File: config.mk
export PLATFORM = sky130hd
export DESIGN_NAME = fsag_top
export DESIGN_NICKNAME = d
export VERILOG_FILES = /design/src/hw/fsag_top.v
export VERILOG_INCLUDE_DIRS = /design/src /design/src/inc
export SDC_FILE = /design/constraint.sdc
export NUM_CORES = 1
export LEC_CHECK = 0
export ABC_AREA = 0
export ABC_CLOCK_PERIOD_IN_PS = 2300
export BUFFER_PORTS_ARGS = -buffer_cell sky130_fd_sc_hd__buf_4
export CAP_MARGIN = 20
export CORE_UTILIZATION = 48
export DETAILED_ROUTE_END_ITERATION = 7
export GPL_TIMING_DRIVEN = 0
export PLACE_DENSITY = 0.8
export SLEW_MARGIN = 20
export SYNTH_ARGS = -nofsm -noshare
export SYNTH_HDL_FRONTEND = slang
export SYNTH_SLANG_ARGS = --single-unit
File: constraint.sdc
create_clock -name pclk -period 2.3 [get_ports pclk]
set_input_delay 0.23 -clock pclk [delete_from_list [all_inputs] [get_ports pclk]]
set_output_delay 0.23 -clock pclk [all_outputs]
set_load 0.05 [all_outputs]
File: src/inc/fsag_consts.vh
// Constants for the flash security access guard
`ifndef FSAG_CONSTS_VH
`define FSAG_CONSTS_VH
// ----------------------------------------
// Register indices, reset values and write mask
// ----------------------------------------
`define FSAG_CTRL_IDX 10'h0b7
`define FSAG_LIMIT_IDX 10'h0b8
`define FSAG_STAT_IDX 10'h0b9
`define FSAG_CTRL_RST 8'h80
`define FSAG_CTRL_WMASK 8'hc1
`define FSAG_LIMIT_RST 8'h00
// ----------------------------------------
// Control and status fields
// ----------------------------------------
`define FSAG_OSE_BIT 7
`define FSAG_RAE_BIT 6
`define FSAG_PME_BIT 0
`define FSAG_ST_RDLK_LSB 0
`define FSAG_ST_WELK_LSB 8
`define FSAG_ST_REF_LSB 16
`define FSAG_ST_REF_MSB 18
// ----------------------------------------
// Flash map
// ----------------------------------------
`define FSAG_SEC_PAGE 7'h7e
`define FSAG_RSV_PAGE 7'h7f
`define FSAG_RDLK_ADDR 16'hfdff
`define FSAG_WELK_ADDR 16'hfdfe
`define FSAG_LOCK_ERASED 8'hff
`define FSAG_ZERO_BYTE 8'h00
`define FSAG_LIMIT_LOW 8'h00
// ----------------------------------------
// Operation codes and states
// ----------------------------------------
`define FSAG_JOP_READ 2'h0
`define FSAG_JOP_WRITE 2'h1
`define FSAG_JOP_ERASE 2'h2
`define FSAG_JOP_FULL 2'h3
`define FSAG_OWN_CRD 2'h0
`define FSAG_OWN_CWR 2'h1
`define FSAG_OWN_JTG 2'h2
`endif

File: src/hw/fsag_top.v
// Flash security access guard: lock bytes, read limit, flash control register
// How it works
// - Lock bits stay readable and clearable whatever lock covers their page.
// - Only a JTAG erase can set lock bits back to one.
// - JTAG erase addressing a security byte erases all but the reserved area.
// - JTAG erase of another byte in the security page erases that page only.
// - Read limit splits memory: upper is at or above, lower below.
// - Upper code reading a lower address with the code read gets zero.
// - Lower code reads both partitions freely, except the reserved area, which reads as zero.
// - Limit address is limit byte in upper byte, zero low byte.
// - Limit byte resets to zero so all memory is readable.
// - JTAG reads, writes and erases of locked blocks are blocked.
// - JTAG may always read and write the security bytes.
// - Unlocked security page erase resets lock bytes, unlocking everything.
// - Locked security page refuses direct erase; full erase still clears.
// - Reserved area is never read, written or erased.
// - Lock bytes never restrict firmware accesses.
// - Firmware may read and write but never erase the security page.
// - Upper firmware cannot read, write or erase below the limit.
// - Instruction fetches below the limit are always executed.
// - Control bit 7 enables the read one-shot, reset value one.
// - Control bit 6 makes flash read on every cycle.
// - Control bit 0 gates all firmware writes and erases.
// - Each lock bit covers one 8 KB block, zero means locked.
// - JTAG read of a read-locked location returns undefined data; this design returns zero.
`timescale 1ns/10ps
`include "fsag_consts.vh"
module fsag_top (
	input wire pclk,
	input wire presetn,
	input wire psel,
	input wire penable,
	input wire pwrite,
	input wire [11:0] paddr,
	input wire [31:0] pwdata,
	output wire pready,
	output reg [31:0] prdata,
	output wire pslverr,
	input wire [7:0] boot_rdlk,
	input wire [7:0] boot_welk,
	input wire cpu_rd_req,
	input wire cpu_rd_fetch,
	input wire [15:0] cpu_rd_addr,
	input wire [15:0] cpu_pc,
	output wire cpu_rd_ack,
	output reg cpu_rd_valid,
	output reg [7:0] cpu_rd_data,
	input wire cpu_wr_req,
	input wire cpu_wr_erase,
	input wire [15:0] cpu_wr_addr,
	input wire [7:0] cpu_wr_data,
	output wire cpu_wr_ack,
	output reg cpu_wr_done,
	output reg cpu_wr_err,
	input wire jtag_req,
	input wire [1:0] jtag_op,
	input wire [15:0] jtag_addr,
	input wire [7:0] jtag_wdata,
	output wire jtag_ack,
	output reg jtag_done,
	output reg jtag_err,
	output reg [7:0] jtag_rdata,
	output reg fl_rd,
	output reg fl_wr,
	output reg fl_page_erase,
	output reg fl_mass_erase,
	output reg [15:0] fl_addr,
	output reg [7:0] fl_wdata,
	input wire fl_done,
	input wire [7:0] fl_rdata,
	output wire fl_oneshot_en,
	output wire fl_read_always
);
	localparam ST_IDLE = 2'd0;
	localparam ST_BUSY = 2'd1;
	localparam ST_LOAD = 2'd2;

	// ----------------------------------------
	// Address helpers
	// ----------------------------------------
	function is_rsv;
		input [15:0] a;
		begin
			is_rsv = (a[15:9] == `FSAG_RSV_PAGE);
		end
	endfunction

	function is_sec_page;
		input [15:0] a;
		begin
			is_sec_page = (a[15:9] == `FSAG_SEC_PAGE);
		end
	endfunction

	function is_sec_byte;
		input [15:0] a;
		begin
			is_sec_byte = (a == `FSAG_RDLK_ADDR) || (a == `FSAG_WELK_ADDR);
		end
	endfunction

	// Below the limit means lower partition
	function is_low;
		input [15:0] a;
		input [7:0] lim;
		begin
			is_low = (a < {lim, `FSAG_LIMIT_LOW});
		end
	endfunction

	// One lock bit per 8 KB block, zero locks it
	function blk_open;
		input [15:0] a;
		input [7:0] lk;
		begin
			blk_open = lk[a[15:13]];
		end
	endfunction

	// ----------------------------------------
	// State
	// ----------------------------------------
	reg [7:0] ctrl_r;
	reg [7:0] limit_r;
	reg [7:0] rdlk_r;
	reg [7:0] welk_r;
	reg [2:0] ref_r;
	reg [1:0] state_r;
	reg [1:0] own_r;
	reg zero_r;
	reg [2:0] ref_set;

	wire apb_wr = psel && penable && pwrite;
	wire [9:0] idx = paddr[11:2];
	wire hit = (idx == `FSAG_CTRL_IDX) || (idx == `FSAG_LIMIT_IDX) ||
		(idx == `FSAG_STAT_IDX);

	assign pready = 1'b1;
	assign pslverr = psel && penable && !hit;
	assign fl_oneshot_en = ctrl_r[`FSAG_OSE_BIT];
	assign fl_read_always = ctrl_r[`FSAG_RAE_BIT];

	// ----------------------------------------
	// Grant: code reads first, then firmware writes, then JTAG
	// ----------------------------------------
	wire idle = (state_r == ST_IDLE);
	assign cpu_rd_ack = idle && cpu_rd_req;
	assign cpu_wr_ack = idle && !cpu_rd_req && cpu_wr_req;
	assign jtag_ack = idle && !cpu_rd_req && !cpu_wr_req && jtag_req;

	// Partition checks use the executing address of this very cycle
	wire pc_up = !is_low(cpu_pc, limit_r);
	wire crd_lowblk = pc_up && is_low(cpu_rd_addr, limit_r) && !cpu_rd_fetch;
	wire crd_ok = !is_rsv(cpu_rd_addr) && !crd_lowblk;
	wire cwr_ok = ctrl_r[`FSAG_PME_BIT] &&
		!is_rsv(cpu_wr_addr) &&
		!(cpu_wr_erase && is_sec_page(cpu_wr_addr)) &&
		!(pc_up && is_low(cpu_wr_addr, limit_r));

	// JTAG permission and erase scope
	wire sec_open = blk_open(`FSAG_WELK_ADDR, welk_r);
	wire j_sec = is_sec_byte(jtag_addr);
	wire j_rsv = is_rsv(jtag_addr);
	reg j_ok;
	reg j_mass;
	always @* begin
		j_ok = 1'b0;
		j_mass = 1'b0;
		case (jtag_op)
			`FSAG_JOP_READ: begin
				j_ok = !j_rsv && (j_sec || blk_open(jtag_addr, rdlk_r));
			end
			`FSAG_JOP_WRITE: begin
				j_ok = !j_rsv && (j_sec || blk_open(jtag_addr, welk_r));
			end
			`FSAG_JOP_ERASE: begin
				if (j_sec) begin
					j_ok = 1'b1;
					j_mass = 1'b1;
				end else if (is_sec_page(jtag_addr)) begin
					j_ok = sec_open;
				end else begin
					j_ok = !j_rsv && blk_open(jtag_addr, welk_r);
				end
			end
			`FSAG_JOP_FULL: begin
				j_ok = 1'b1;
				j_mass = 1'b1;
			end
			default: begin
				j_ok = 1'b0;
			end
		endcase
	end

	// ----------------------------------------
	// Sequencer and flash command issue
	// ----------------------------------------
	always @(posedge pclk or negedge presetn) begin
		if (!presetn) begin
			state_r <= ST_LOAD;
			own_r <= `FSAG_OWN_CRD;
			zero_r <= 1'b0;
			fl_rd <= 1'b0;
			fl_wr <= 1'b0;
			fl_page_erase <= 1'b0;
			fl_mass_erase <= 1'b0;
			fl_addr <= 16'h0000;
			fl_wdata <= 8'h00;
			cpu_rd_valid <= 1'b0;
			cpu_rd_data <= 8'h00;
			cpu_wr_done <= 1'b0;
			cpu_wr_err <= 1'b0;
			jtag_done <= 1'b0;
			jtag_err <= 1'b0;
			jtag_rdata <= 8'h00;
			ref_set <= 3'b000;
		end else begin
			fl_rd <= 1'b0;
			fl_wr <= 1'b0;
			fl_page_erase <= 1'b0;
			fl_mass_erase <= 1'b0;
			cpu_rd_valid <= 1'b0;
			cpu_wr_done <= 1'b0;
			jtag_done <= 1'b0;
			ref_set <= 3'b000;
			case (state_r)
				ST_LOAD: begin
					state_r <= ST_IDLE;
				end
				ST_IDLE: begin
					if (cpu_rd_ack) begin
						// Refused code reads skip the array and answer zero at once
						own_r <= `FSAG_OWN_CRD;
						zero_r <= !crd_ok;
						ref_set[0] <= !crd_ok;
						fl_rd <= crd_ok;
						fl_addr <= cpu_rd_addr;
						if (crd_ok) begin
							state_r <= ST_BUSY;
						end else begin
							cpu_rd_valid <= 1'b1;
							cpu_rd_data <= `FSAG_ZERO_BYTE;
						end
					end else if (cpu_wr_ack) begin
						own_r <= `FSAG_OWN_CWR;
						fl_addr <= cpu_wr_addr;
						fl_wdata <= cpu_wr_data;
						fl_wr <= cwr_ok && !cpu_wr_erase;
						fl_page_erase <= cwr_ok && cpu_wr_erase;
						if (cwr_ok) begin
							state_r <= ST_BUSY;
						end else begin
							cpu_wr_done <= 1'b1;
							cpu_wr_err <= 1'b1;
							ref_set[1] <= 1'b1;
						end
					end else if (jtag_ack) begin
						own_r <= `FSAG_OWN_JTG;
						fl_addr <= jtag_addr;
						fl_wdata <= jtag_wdata;
						fl_rd <= j_ok && (jtag_op == `FSAG_JOP_READ);
						fl_wr <= j_ok && (jtag_op == `FSAG_JOP_WRITE);
						fl_page_erase <= j_ok && (jtag_op == `FSAG_JOP_ERASE) && !j_mass;
						fl_mass_erase <= j_ok && j_mass;
						if (j_ok) begin
							state_r <= ST_BUSY;
						end else begin
							// Locked data is undefined; zero is what we give
							jtag_done <= 1'b1;
							jtag_err <= 1'b1;
							jtag_rdata <= `FSAG_ZERO_BYTE;
							ref_set[2] <= 1'b1;
						end
					end
				end
				ST_BUSY: begin
					if (fl_done) begin
						state_r <= ST_IDLE;
						case (own_r)
							`FSAG_OWN_CRD: begin
								cpu_rd_valid <= 1'b1;
								cpu_rd_data <= zero_r ? `FSAG_ZERO_BYTE : fl_rdata;
							end
							`FSAG_OWN_CWR: begin
								cpu_wr_done <= 1'b1;
								cpu_wr_err <= 1'b0;
							end
							default: begin
								jtag_done <= 1'b1;
								jtag_err <= 1'b0;
								jtag_rdata <= fl_rdata;
							end
						endcase
					end
				end
				default: begin
					state_r <= ST_IDLE;
				end
			endcase
		end
	end

	// ----------------------------------------
	// Lock byte shadows
	// ----------------------------------------
	// Shadows follow flash: writes only clear bits, only JTAG erases set them
	wire wr_go = fl_wr && (state_r == ST_BUSY);
	always @(posedge pclk or negedge presetn) begin
		if (!presetn) begin
			rdlk_r <= `FSAG_LOCK_ERASED;
			welk_r <= `FSAG_LOCK_ERASED;
		end else if (state_r == ST_LOAD) begin
			// Stored bytes are captured once after reset release
			rdlk_r <= boot_rdlk;
			welk_r <= boot_welk;
		end else if (own_r == `FSAG_OWN_JTG && (fl_mass_erase ||
			(fl_page_erase && is_sec_page(fl_addr)))) begin
			rdlk_r <= `FSAG_LOCK_ERASED;
			welk_r <= `FSAG_LOCK_ERASED;
		end else if (wr_go && fl_addr == `FSAG_RDLK_ADDR) begin
			rdlk_r <= rdlk_r & fl_wdata;
		end else if (wr_go && fl_addr == `FSAG_WELK_ADDR) begin
			welk_r <= welk_r & fl_wdata;
		end
	end

	// ----------------------------------------
	// APB registers
	// ----------------------------------------
	always @(posedge pclk or negedge presetn) begin
		if (!presetn) begin
			ctrl_r <= `FSAG_CTRL_RST;
			limit_r <= `FSAG_LIMIT_RST;
			ref_r <= 3'b000;
		end else begin
			if (apb_wr && idx == `FSAG_CTRL_IDX) begin
				ctrl_r <= pwdata[7:0] & `FSAG_CTRL_WMASK;
			end
			if (apb_wr && idx == `FSAG_LIMIT_IDX) begin
				limit_r <= pwdata[7:0];
			end
			// Set wins over a same-cycle write-one clear
			if (apb_wr && idx == `FSAG_STAT_IDX) begin
				ref_r <= (ref_r & ~pwdata[`FSAG_ST_REF_MSB:`FSAG_ST_REF_LSB]) | ref_set;
			end else begin
				ref_r <= ref_r | ref_set;
			end
		end
	end

	reg [31:0] rdata_nxt;
	always @* begin
		rdata_nxt = 32'h0000_0000;
		case (idx)
			`FSAG_CTRL_IDX: rdata_nxt[7:0] = ctrl_r;
			`FSAG_LIMIT_IDX: rdata_nxt[7:0] = limit_r;
			`FSAG_STAT_IDX: begin
				rdata_nxt[`FSAG_ST_RDLK_LSB+7:`FSAG_ST_RDLK_LSB] = rdlk_r;
				rdata_nxt[`FSAG_ST_WELK_LSB+7:`FSAG_ST_WELK_LSB] = welk_r;
				rdata_nxt[`FSAG_ST_REF_MSB:`FSAG_ST_REF_LSB] = ref_r;
			end
			default: rdata_nxt = 32'h0000_0000;
		endcase
	end

	// Read data is caught at the setup edge so it stands through the access phase
	always @(posedge pclk or negedge presetn) begin
		if (!presetn) begin
			prdata <= 32'h0000_0000;
		end else if (psel && !penable) begin
			prdata <= rdata_nxt;
		end
	end
endmodule // fsag_top

==> results of run 1 <==
-- cells in the mapped netlist (all sizes together), types with 6 or more instances --
| library cell | n | area, µm² |
|---|---|---|
| o32ai | 8 | 70.07 |
| nand2b | 6 | 45.04 |
| o22ai | 14 | 87.58 |
| clkbuf | 31 | 116.4 |
| a21oi | 34 | 173.9 |
| a22oi | 15 | 112.6 |
| ha | 21 | 262.8 |
| nand4 | 9 | 56.30 |
| a211oi | 13 | 97.59 |
| a21o | 6 | 45.04 |
| a2111oi | 12 | 105.1 |
| nor2 | 56 | 217.7 |
| dfstp | 18 | 473.0 |
| a22o | 11 | 96.34 |
| o31ai | 7 | 52.55 |
| inv | 37 | 138.9 |
| mux2i | 12 | 120.1 |
| nor3 | 22 | 115.1 |
| nor2b | 20 | 125.1 |
| dfrtp | 88 | 2202 |
| buf | 17 | 131.4 |
| o21ai | 67 | 335.3 |
| nand2 | 54 | 202.7 |
-- state kept, by name, indices dropped and copies added (netlist names) --
signal / count
limit_r: 8
prdata: 19
rdlk_r: 8
fl_addr: 16
cpu_wr_done: 1
ctrl_r: 3
fl_rd: 1
ref_set: 3
fl_mass_erase: 1
fl_wdata: 8
cpu_rd_data: 8
jtag_rdata: 8
jtag_done: 1
welk_r: 8
cpu_wr_err: 1
zero_r: 1
jtag_err: 1
fl_wr: 1
ref_r: 3
fl_page_erase: 1
state_r: 2
cpu_rd_valid: 1
own_r: 2
-- per-layer routing --
| layer | wire (µm) | up-vias |
|---|---|---|
| met3 | 1338 | 41 |
| li1 | - | 2740 |
| met4 | 470 | 0 |
| met1 | 7718 | 2869 |
| met2 | 9320 | 297 |
| met5 | 0 | - |
-- cells by family (layout without fill, tap and decap cells) --
| kind of cell | count (synthesis) | after routing |
|---|---|---|
| DFF | 106 | 106 |
| muxes | 17 | 17 |
| and+or+nand+nor | 191 | 191 |
| buffers and inverters | 87 | 304 |
| other | 2 | 15 |
| adders and majority gates | 21 | 21 |
| AOI/OAI and AO/OA | 211 | 211 |
-- metrics by stage --
step	instances	TNS, ps	area [µm²]	utilization, %	hold slack (ps)
after CTS	1006	-80.22	7911	67.84	37.83
after global placement	991	-1239	7584	65.03	443.5
after global routing	1008	-10.96	8020	68.77	81.21
after detailed placement	991	-2410	7587	65.06	410.8
final	1008	0	8020	68.77	-0.5261
after floorplan	648	0	5903	-	-65.59
-- repair_timing --
item / in CTS / in global routing
gates resized for setup: 4 / 24
buffers inserted: 0 / 2
gates cloned: 0 / 0
pin swaps: 0 / 5
setup endpoints to repair: 21 / 24
-- how the worst max path moves through the flow --
stage                     cells after the start  slack [ps]     startpoint        endpoint
after floorplan                               8         270  jtag_addr[13]   jtag_rdata[0]
after global placement                        8        -150     limit_r[7]  cpu_rd_data[5]
after detailed placement                      8        -250     limit_r[7]  cpu_rd_data[1]
after CTS                                     8         -50     limit_r[5]      state_r[0]
after global routing                          6          -6     state_r[0]  cpu_rd_data[6]
final                                         9          60     limit_r[2]  cpu_rd_data[1]
-- where the power goes --
group | switching [W] | total [W] | leakage, nW | internal (W)
Clock | 0.000752 | 0.00162 | 0.155 | 0.000868
Sequential | 0.000291 | 0.00249 | 1.31 | 0.00220
Combinational | 0.00132 | 0.00207 | 2.42 | 0.000746
-- layout make-up --
cell class / instances / area [µm²]
fill: 947 / 3642
multi-input combinational: 455 / 2925
clock inverter: 7 / 88.84
timing repair buffer: 202 / 1520
inverter: 38 / 146.4
tap: 143 / 178.9
clock buffer: 9 / 225.2
buffer: 48 / 260.3
sequential: 106 / 2675
==> results list, run 1 <==
* Final min period: 2236 ps
- Endpoint type of the worst setup path: flip-flop
- The design draws 0.006178 W.
* Endpoints failing hold: 1
- At the end of the flow, the number of nets in the layout was 1042.
- The worst path uses 97.22% of the clock period.
- Async SR Flop Fraction: 100.0%
* Reg-to-reg startpoint: limit_r[2]
- In the global route stage, met2 resource usage came out at 51.68%.
- Antenna violations before repair: 0
- The number of global-route vias before repair was 5821.
- Counting both buffers and inverters, the worst setup path holds a total of 2.
- Critical Path Fanout Max: 10
- The worst setup path is launched from a flip-flop.
* Largest net degree at the start of global routing: 107
- On the final layout, the worst clock skew is 6.865 ps.
- Type of the most critical hold path: in -> async
- For this block, the initial DRC count from the detailed router was 439.
- Share of synthesized cell area in and, or, nand and nor gates: 15.94%
* Layout Area Growth over Synthesis: 37.00%
- Type of the worst setup path: reg -> reg
- Final critical-path setup slack: 63.99 ps
- Effective utilization at floorplan: 50.20%
- Tightest Pin Transition: 925.5 ps
* Critical path's largest stage delay: 380 ps
* Setup WS pre-CTS: -254.7 ps
- Synthesis produced a netlist whose cell count is 635.
* Share of final-layout standard cells stronger than drive strength 1: 32.95%
* Final Hold Slack: -0.5261 ps
* Area share of fa/ha/maj cells after synthesis: 4.488%
* Peak ir drop on the vdd network: 0.0004920 V
- Number of synthesis warnings: 0
- Sequential cells were found to cover 45.69% of the synthesized design area.
- Relative slew slack: 38.30%
* Pleak: 3.889 nW
- Wire length of the first global-routing pass: 29440 µm
- In the final routed layout, each cell accounts on average for 18.70 µm.
- HPWL reported at the end of detailed placement: 14520 µm
* Mux share of post-synthesis cell area: 3.462%
* Post-synthesis sequential element count: 106
- The clock reaches the later pin of the worst-skew pair after 350 ps.
- Post-route DRC violation count: 0
- In this run the remaining antenna-violating nets after routing total 0.
- The pre-antenna-repair detailed-routing pass consisted of 5 iterations.
- In this run the core area contains 39 standard-cell rows.
- The library cells used most frequently in the layout, excluding fill and tap cells, are sky130_fd_sc_hd__buf_4, sky130_fd_sc_hd__dfrtp_1, sky130_fd_sc_hd__o21ai_0.
* Number of endpoints failing setup at the final stage: 0
- Global routing used 4.590% of the available met3 tracks.
- During I/O placement, the number of pins put on the boundary was 249.
* Total grt overflow: 0
- Violations in the final reports: negative hold slack
* Max Root-Sink Buffers: 2
- After Yosys synthesis, XOR and XNOR cells account for 0% of the synthesized area.
* Maximum clock frequency: 447.2 MHz
- The number of cells on the worst reg-to-reg path is 9.
* Critical Path, Cell by Cell: inv_2, ha_1, a211o_1, a31oi_4, o31ai_4, o211ai_1, a21oi_2, buf_4, o32ai_1
- Yosys mapped a number of flops with a built-in enable equal to 0.
* Internal reg-to-reg setup slack: 60 ps
* Wire length reported by the detailed router: 18850 µm
- Height of the die: 112.4 µm
- CP max stage cell: sky130_fd_sc_hd__dfrtp_1
- Leading cell type in the layout, fill and taps excluded: sky130_fd_sc_hd__buf_4
- Status: finished with violations
* Routability Congestion: 0.9630
- CTS built an H-tree with a depth of 3.
* Count of distinct cell types in the synthesized netlist: 60
- Met1 Resource Use GR: 38.11%
* Reg2Reg Capture Point: cpu_rd_data[1]
- Compound-Gate Fraction of Synth Area: 23.45%
* Cell family contributing the most delay on the critical path: compound AO/OA/AOI/OAI gates
* Hold Buf Count CTS: 0
* Core ar.: 11660 µm²
- CTS tree: done
- By area, the combinational part of the netlist is dominated by compound AO/OA/AOI/OAI gates.
- Number of diodes added for antenna fixing: 0
- Die Width: 112.4 µm
- Global routing consumed, over all layers together, 30.01% of the routing resources.
- Mean area per synthesized cell: 9.219 µm²
* Max-capacitance violation count: 0
* Number of buffers created by CTS: 9
- Critical Path RT: 2550 ps
- Clock-pin transition on the worst setup and hold timing paths: 80 ps
* CTS Root Cell: sky130_fd_sc_hd__clkbuf_16
- The final-report max-slew violation count was 0.
- Prevailing post-synth register cell: sky130_fd_sc_hd__dfrtp_1
- Crit path DAT: 2490 ps
- Gr busiest metal: met2
- CTS Sinks: 106
- Cell area after synthesis: 5854 µm²
* Die footprint: 12640 µm²
- Power per cell area: 770.3 nW/µm²
- Dividing the detail-routed via count by the number of cells gives 5.900.
- During placement, the flow inserted port buffers numbering 200.
- Detailed-route via count: 5947
Note: power is estimated with default switching activity, not from simulation.
==> run 2, diff against run 1 <==
Settings changed: CORE_ASPECT_RATIO set to 0.5, GPL_ROUTABILITY_DRIVEN set to 0.
==> run 2 against run 1 <==
  * The run now ends clean
  * Via count down 0.61%
  * Setup slack worse by 47 ps
  * First-iteration DRC count up 20%
  * Non-clock buffer count up 1
  * Final cell count up 2.3%
  * Global-route usage down 0.38 points
  * Flip-flop and latch count unchanged
  * Clock power down 6%
  * Hold slack better by 1.9 ps
  * Sequential share of layout area up 0.16 points
  * Power down 2.1%
  * Largest cell class unchanged
==> results list, run 2 (synthesis gave the netlist of run 1 again) <==
* Number of I/O pins: 249
* Share of final-layout standard cells stronger than drive strength 1: 32.10%
- From synthesis to final layout, the design area changed by 36.35%.
* Endpoint type of the worst setup path: flip-flop
- Number of pins with negative max-slew slack in the final report: 0
- Across the routed clock network, the largest skew measured is 12.99 ps.
- Critical Path, Cell by Cell: inv_1, ha_1, a211o_1, a21oi_1, o31ai_2, o211ai_1, a21oi_2, buf_4, o41ai_2
* Most flops, register: prdata
* Critical Path RT: 2540 ps
- Tightest Pin Transition: 1093 ps
- Post-layout nets: 1043
* HPWL reported at the end of detailed placement: 14130 µm
- The flow ran to the end, and the final reports show no timing, DRC or antenna violations.
- Post-route DRC violation count: 0
* CTS Sinks: 106
- At the worst endpoint, the arrival time is 2520 ps.
- From left edge to right edge, the die measures 158.2 µm.
- For this configuration, the core starts out at a cell density of 49.44%.
- Setup repair after global routing could not meet its margin everywhere.
- After filler insertion, the fill cell instance count of the layout stands at 964.
- The die covers 12670 µm².
- Final min period: 2283 ps
* Critical Path Fanout Max: 4
* GRT Overall Usage: 29.63%
- Design Power: 0.006051 W
* Final period utilization: 99.27%
* Wire length reported by the detailed router: 18640 µm
* CTS Root Cell: sky130_fd_sc_hd__clkbuf_16
- Critical path's largest stage delay: 390 ps
- Hold Buf Count CTS: 0
* DRT iter0 DRCs: 526
- In this run the worst hold path is classified as in -> async.
- Summed over all layers, the global routing overflow is 0.
- Leading cell type in the layout, fill and taps excluded: sky130_fd_sc_hd__buf_4
- Height of the die: 80.09 µm
* Antenna violations before repair: 0
* Most frequent cells in the layout: sky130_fd_sc_hd__buf_4, sky130_fd_sc_hd__dfrtp_1, sky130_fd_sc_hd__o21ai_0
* Number of flip-flops under the largest register name: 19
* Kind of start point of the critical path: flip-flop
- Max Root-Sink Buffers: 2
* Final Hold Slack: 1.388 ps
* Endpoints failing hold: 0
- For the worst-skew pair, the clock arrives at the later sink with an insertion delay of 350 ps.
- Setup violations remaining at the end of the flow were counted as 0.
- TritonCTS created 9 clock buffers.
- Number of global-route vias before repair: 5596
- Number of H-tree levels: 3
- First-pass DRT Iterations: 5
* CTS tree: done
- In this run the tool buffered the top-level ports with 200 buffer cells.
- Peak ir drop on the vdd network: 0.0004480 V
* Post-detailed-route wirelength per cell: 18.08 µm
- After floorplanning, the core was divided into 28 placement rows.
* Clock-pin transition on the worst setup and hold timing paths: 80 ps
- Entering global routing, the biggest net connects 107 pins.
* Max-capacitance violation count: 0
- Cell family contributing the most delay on the critical path: compound AO/OA/AOI/OAI gates
- Counting both buffers and inverters, the worst setup path holds a total of 2.
* Detailed-route via count: 5911
- Power spread over the standard cell area amounts to 758.0 nW/µm².
* Number of diodes added for antenna fixing: 0
- Headroom to the max-slew limit came out at 26.52%.
- Pleak: 3.888 nW
- For this design, the slowest cell found on the critical path is sky130_fd_sc_hd__dfrtp_1.
* Number of antenna-violating nets in the routed design: 0
* Core ar.: 11840 µm²
* Maximum clock frequency: 438.0 MHz
- Vias per inst: 5.733
- Type of the worst setup path: reg -> reg
- Wire length of the first global-routing pass: 28610 µm
* Registers with the highest flip-flop counts: prdata x19, fl_addr x16
run 2: worst paths after layout:
kind                            startpoint           to  slack, ps  cells after the start
worst max-delay path            limit_r[5]   state_r[0]         20                      9
worst min register to register  ref_set[2]     ref_r[2]        450                      1
max in group asynchronous          presetn  fl_addr[10]       1650                      1
worst min-delay path               presetn     ref_r[0]          1                      1
worst max register to register  limit_r[5]   state_r[0]         20                      9
min in group pclk                pwdata[5]   limit_r[5]         90                      3
run 2: what timing repair did:
action | 4_1_cts | 5_1_grt
setup endpoints to repair | 20 | 34
pin swaps | 0 | 4
endpoints found under the hold margin | 0 | 0
resized for setup | 3 | 16
buffers inserted | 0 | 4
run 2: worst register-to-register path, cell delays in order (launching register included):
cell                       delay (ps)
sky130_fd_sc_hd__dfrtp_1          390
sky130_fd_sc_hd__inv_1            140
sky130_fd_sc_hd__ha_1             270
sky130_fd_sc_hd__a211o_1          260
sky130_fd_sc_hd__a21oi_1          180
sky130_fd_sc_hd__o31ai_2          130
sky130_fd_sc_hd__o211ai_1         190
sky130_fd_sc_hd__a21oi_2          140
sky130_fd_sc_hd__buf_4            160
sky130_fd_sc_hd__o41ai_2          320
run 2: metrics by stage:
stage / cell area, µm² / worst slack, ps / setup TNS, ps / instances / utilization, %
floorplan: 5903 / 272.8 / 0 / 648 / -
global placement: 7611 / -136.7 / -1142 / 1013 / 64.28
detailed placement: 7615 / -166.6 / -1672 / 1013 / 64.31
CTS: 7910 / -83.67 / -248.0 / 1028 / 66.80
global route: 7983 / -84.63 / -154.0 / 1031 / 67.41
finish: 7983 / 16.76 / 0 / 1031 / 67.41
run 2: cell type report:
type	count	area, µm²	area share [%]
buffer	47	260.3	3.260
clock buffer	11	242.7	3.041
clock inverter	5	46.29	0.5799
inverter	38	146.4	1.834
multi-input combinational	455	2870	35.96
sequential	106	2675	33.51
tap	165	206.4	2.586
timing repair buffer	204	1535	19.23
run 2: report_power, final:
part           switching (W)  leakage [nW]  internal [W]  total (W)
Clock               0.000742         0.143      0.000786    0.00153
Sequential          0.000275          1.31       0.00220    0.00247
Combinational        0.00132          2.43      0.000732    0.00205
run 2: per-layer routing:
metal	up-vias	global-route usage [%]	wire length, µm
met5	-	0	0
met4	0	10.19	447
met3	47	6.530	1562
met2	299	46.10	8397
met1	2825	40.87	8232
li1	2740	-	-
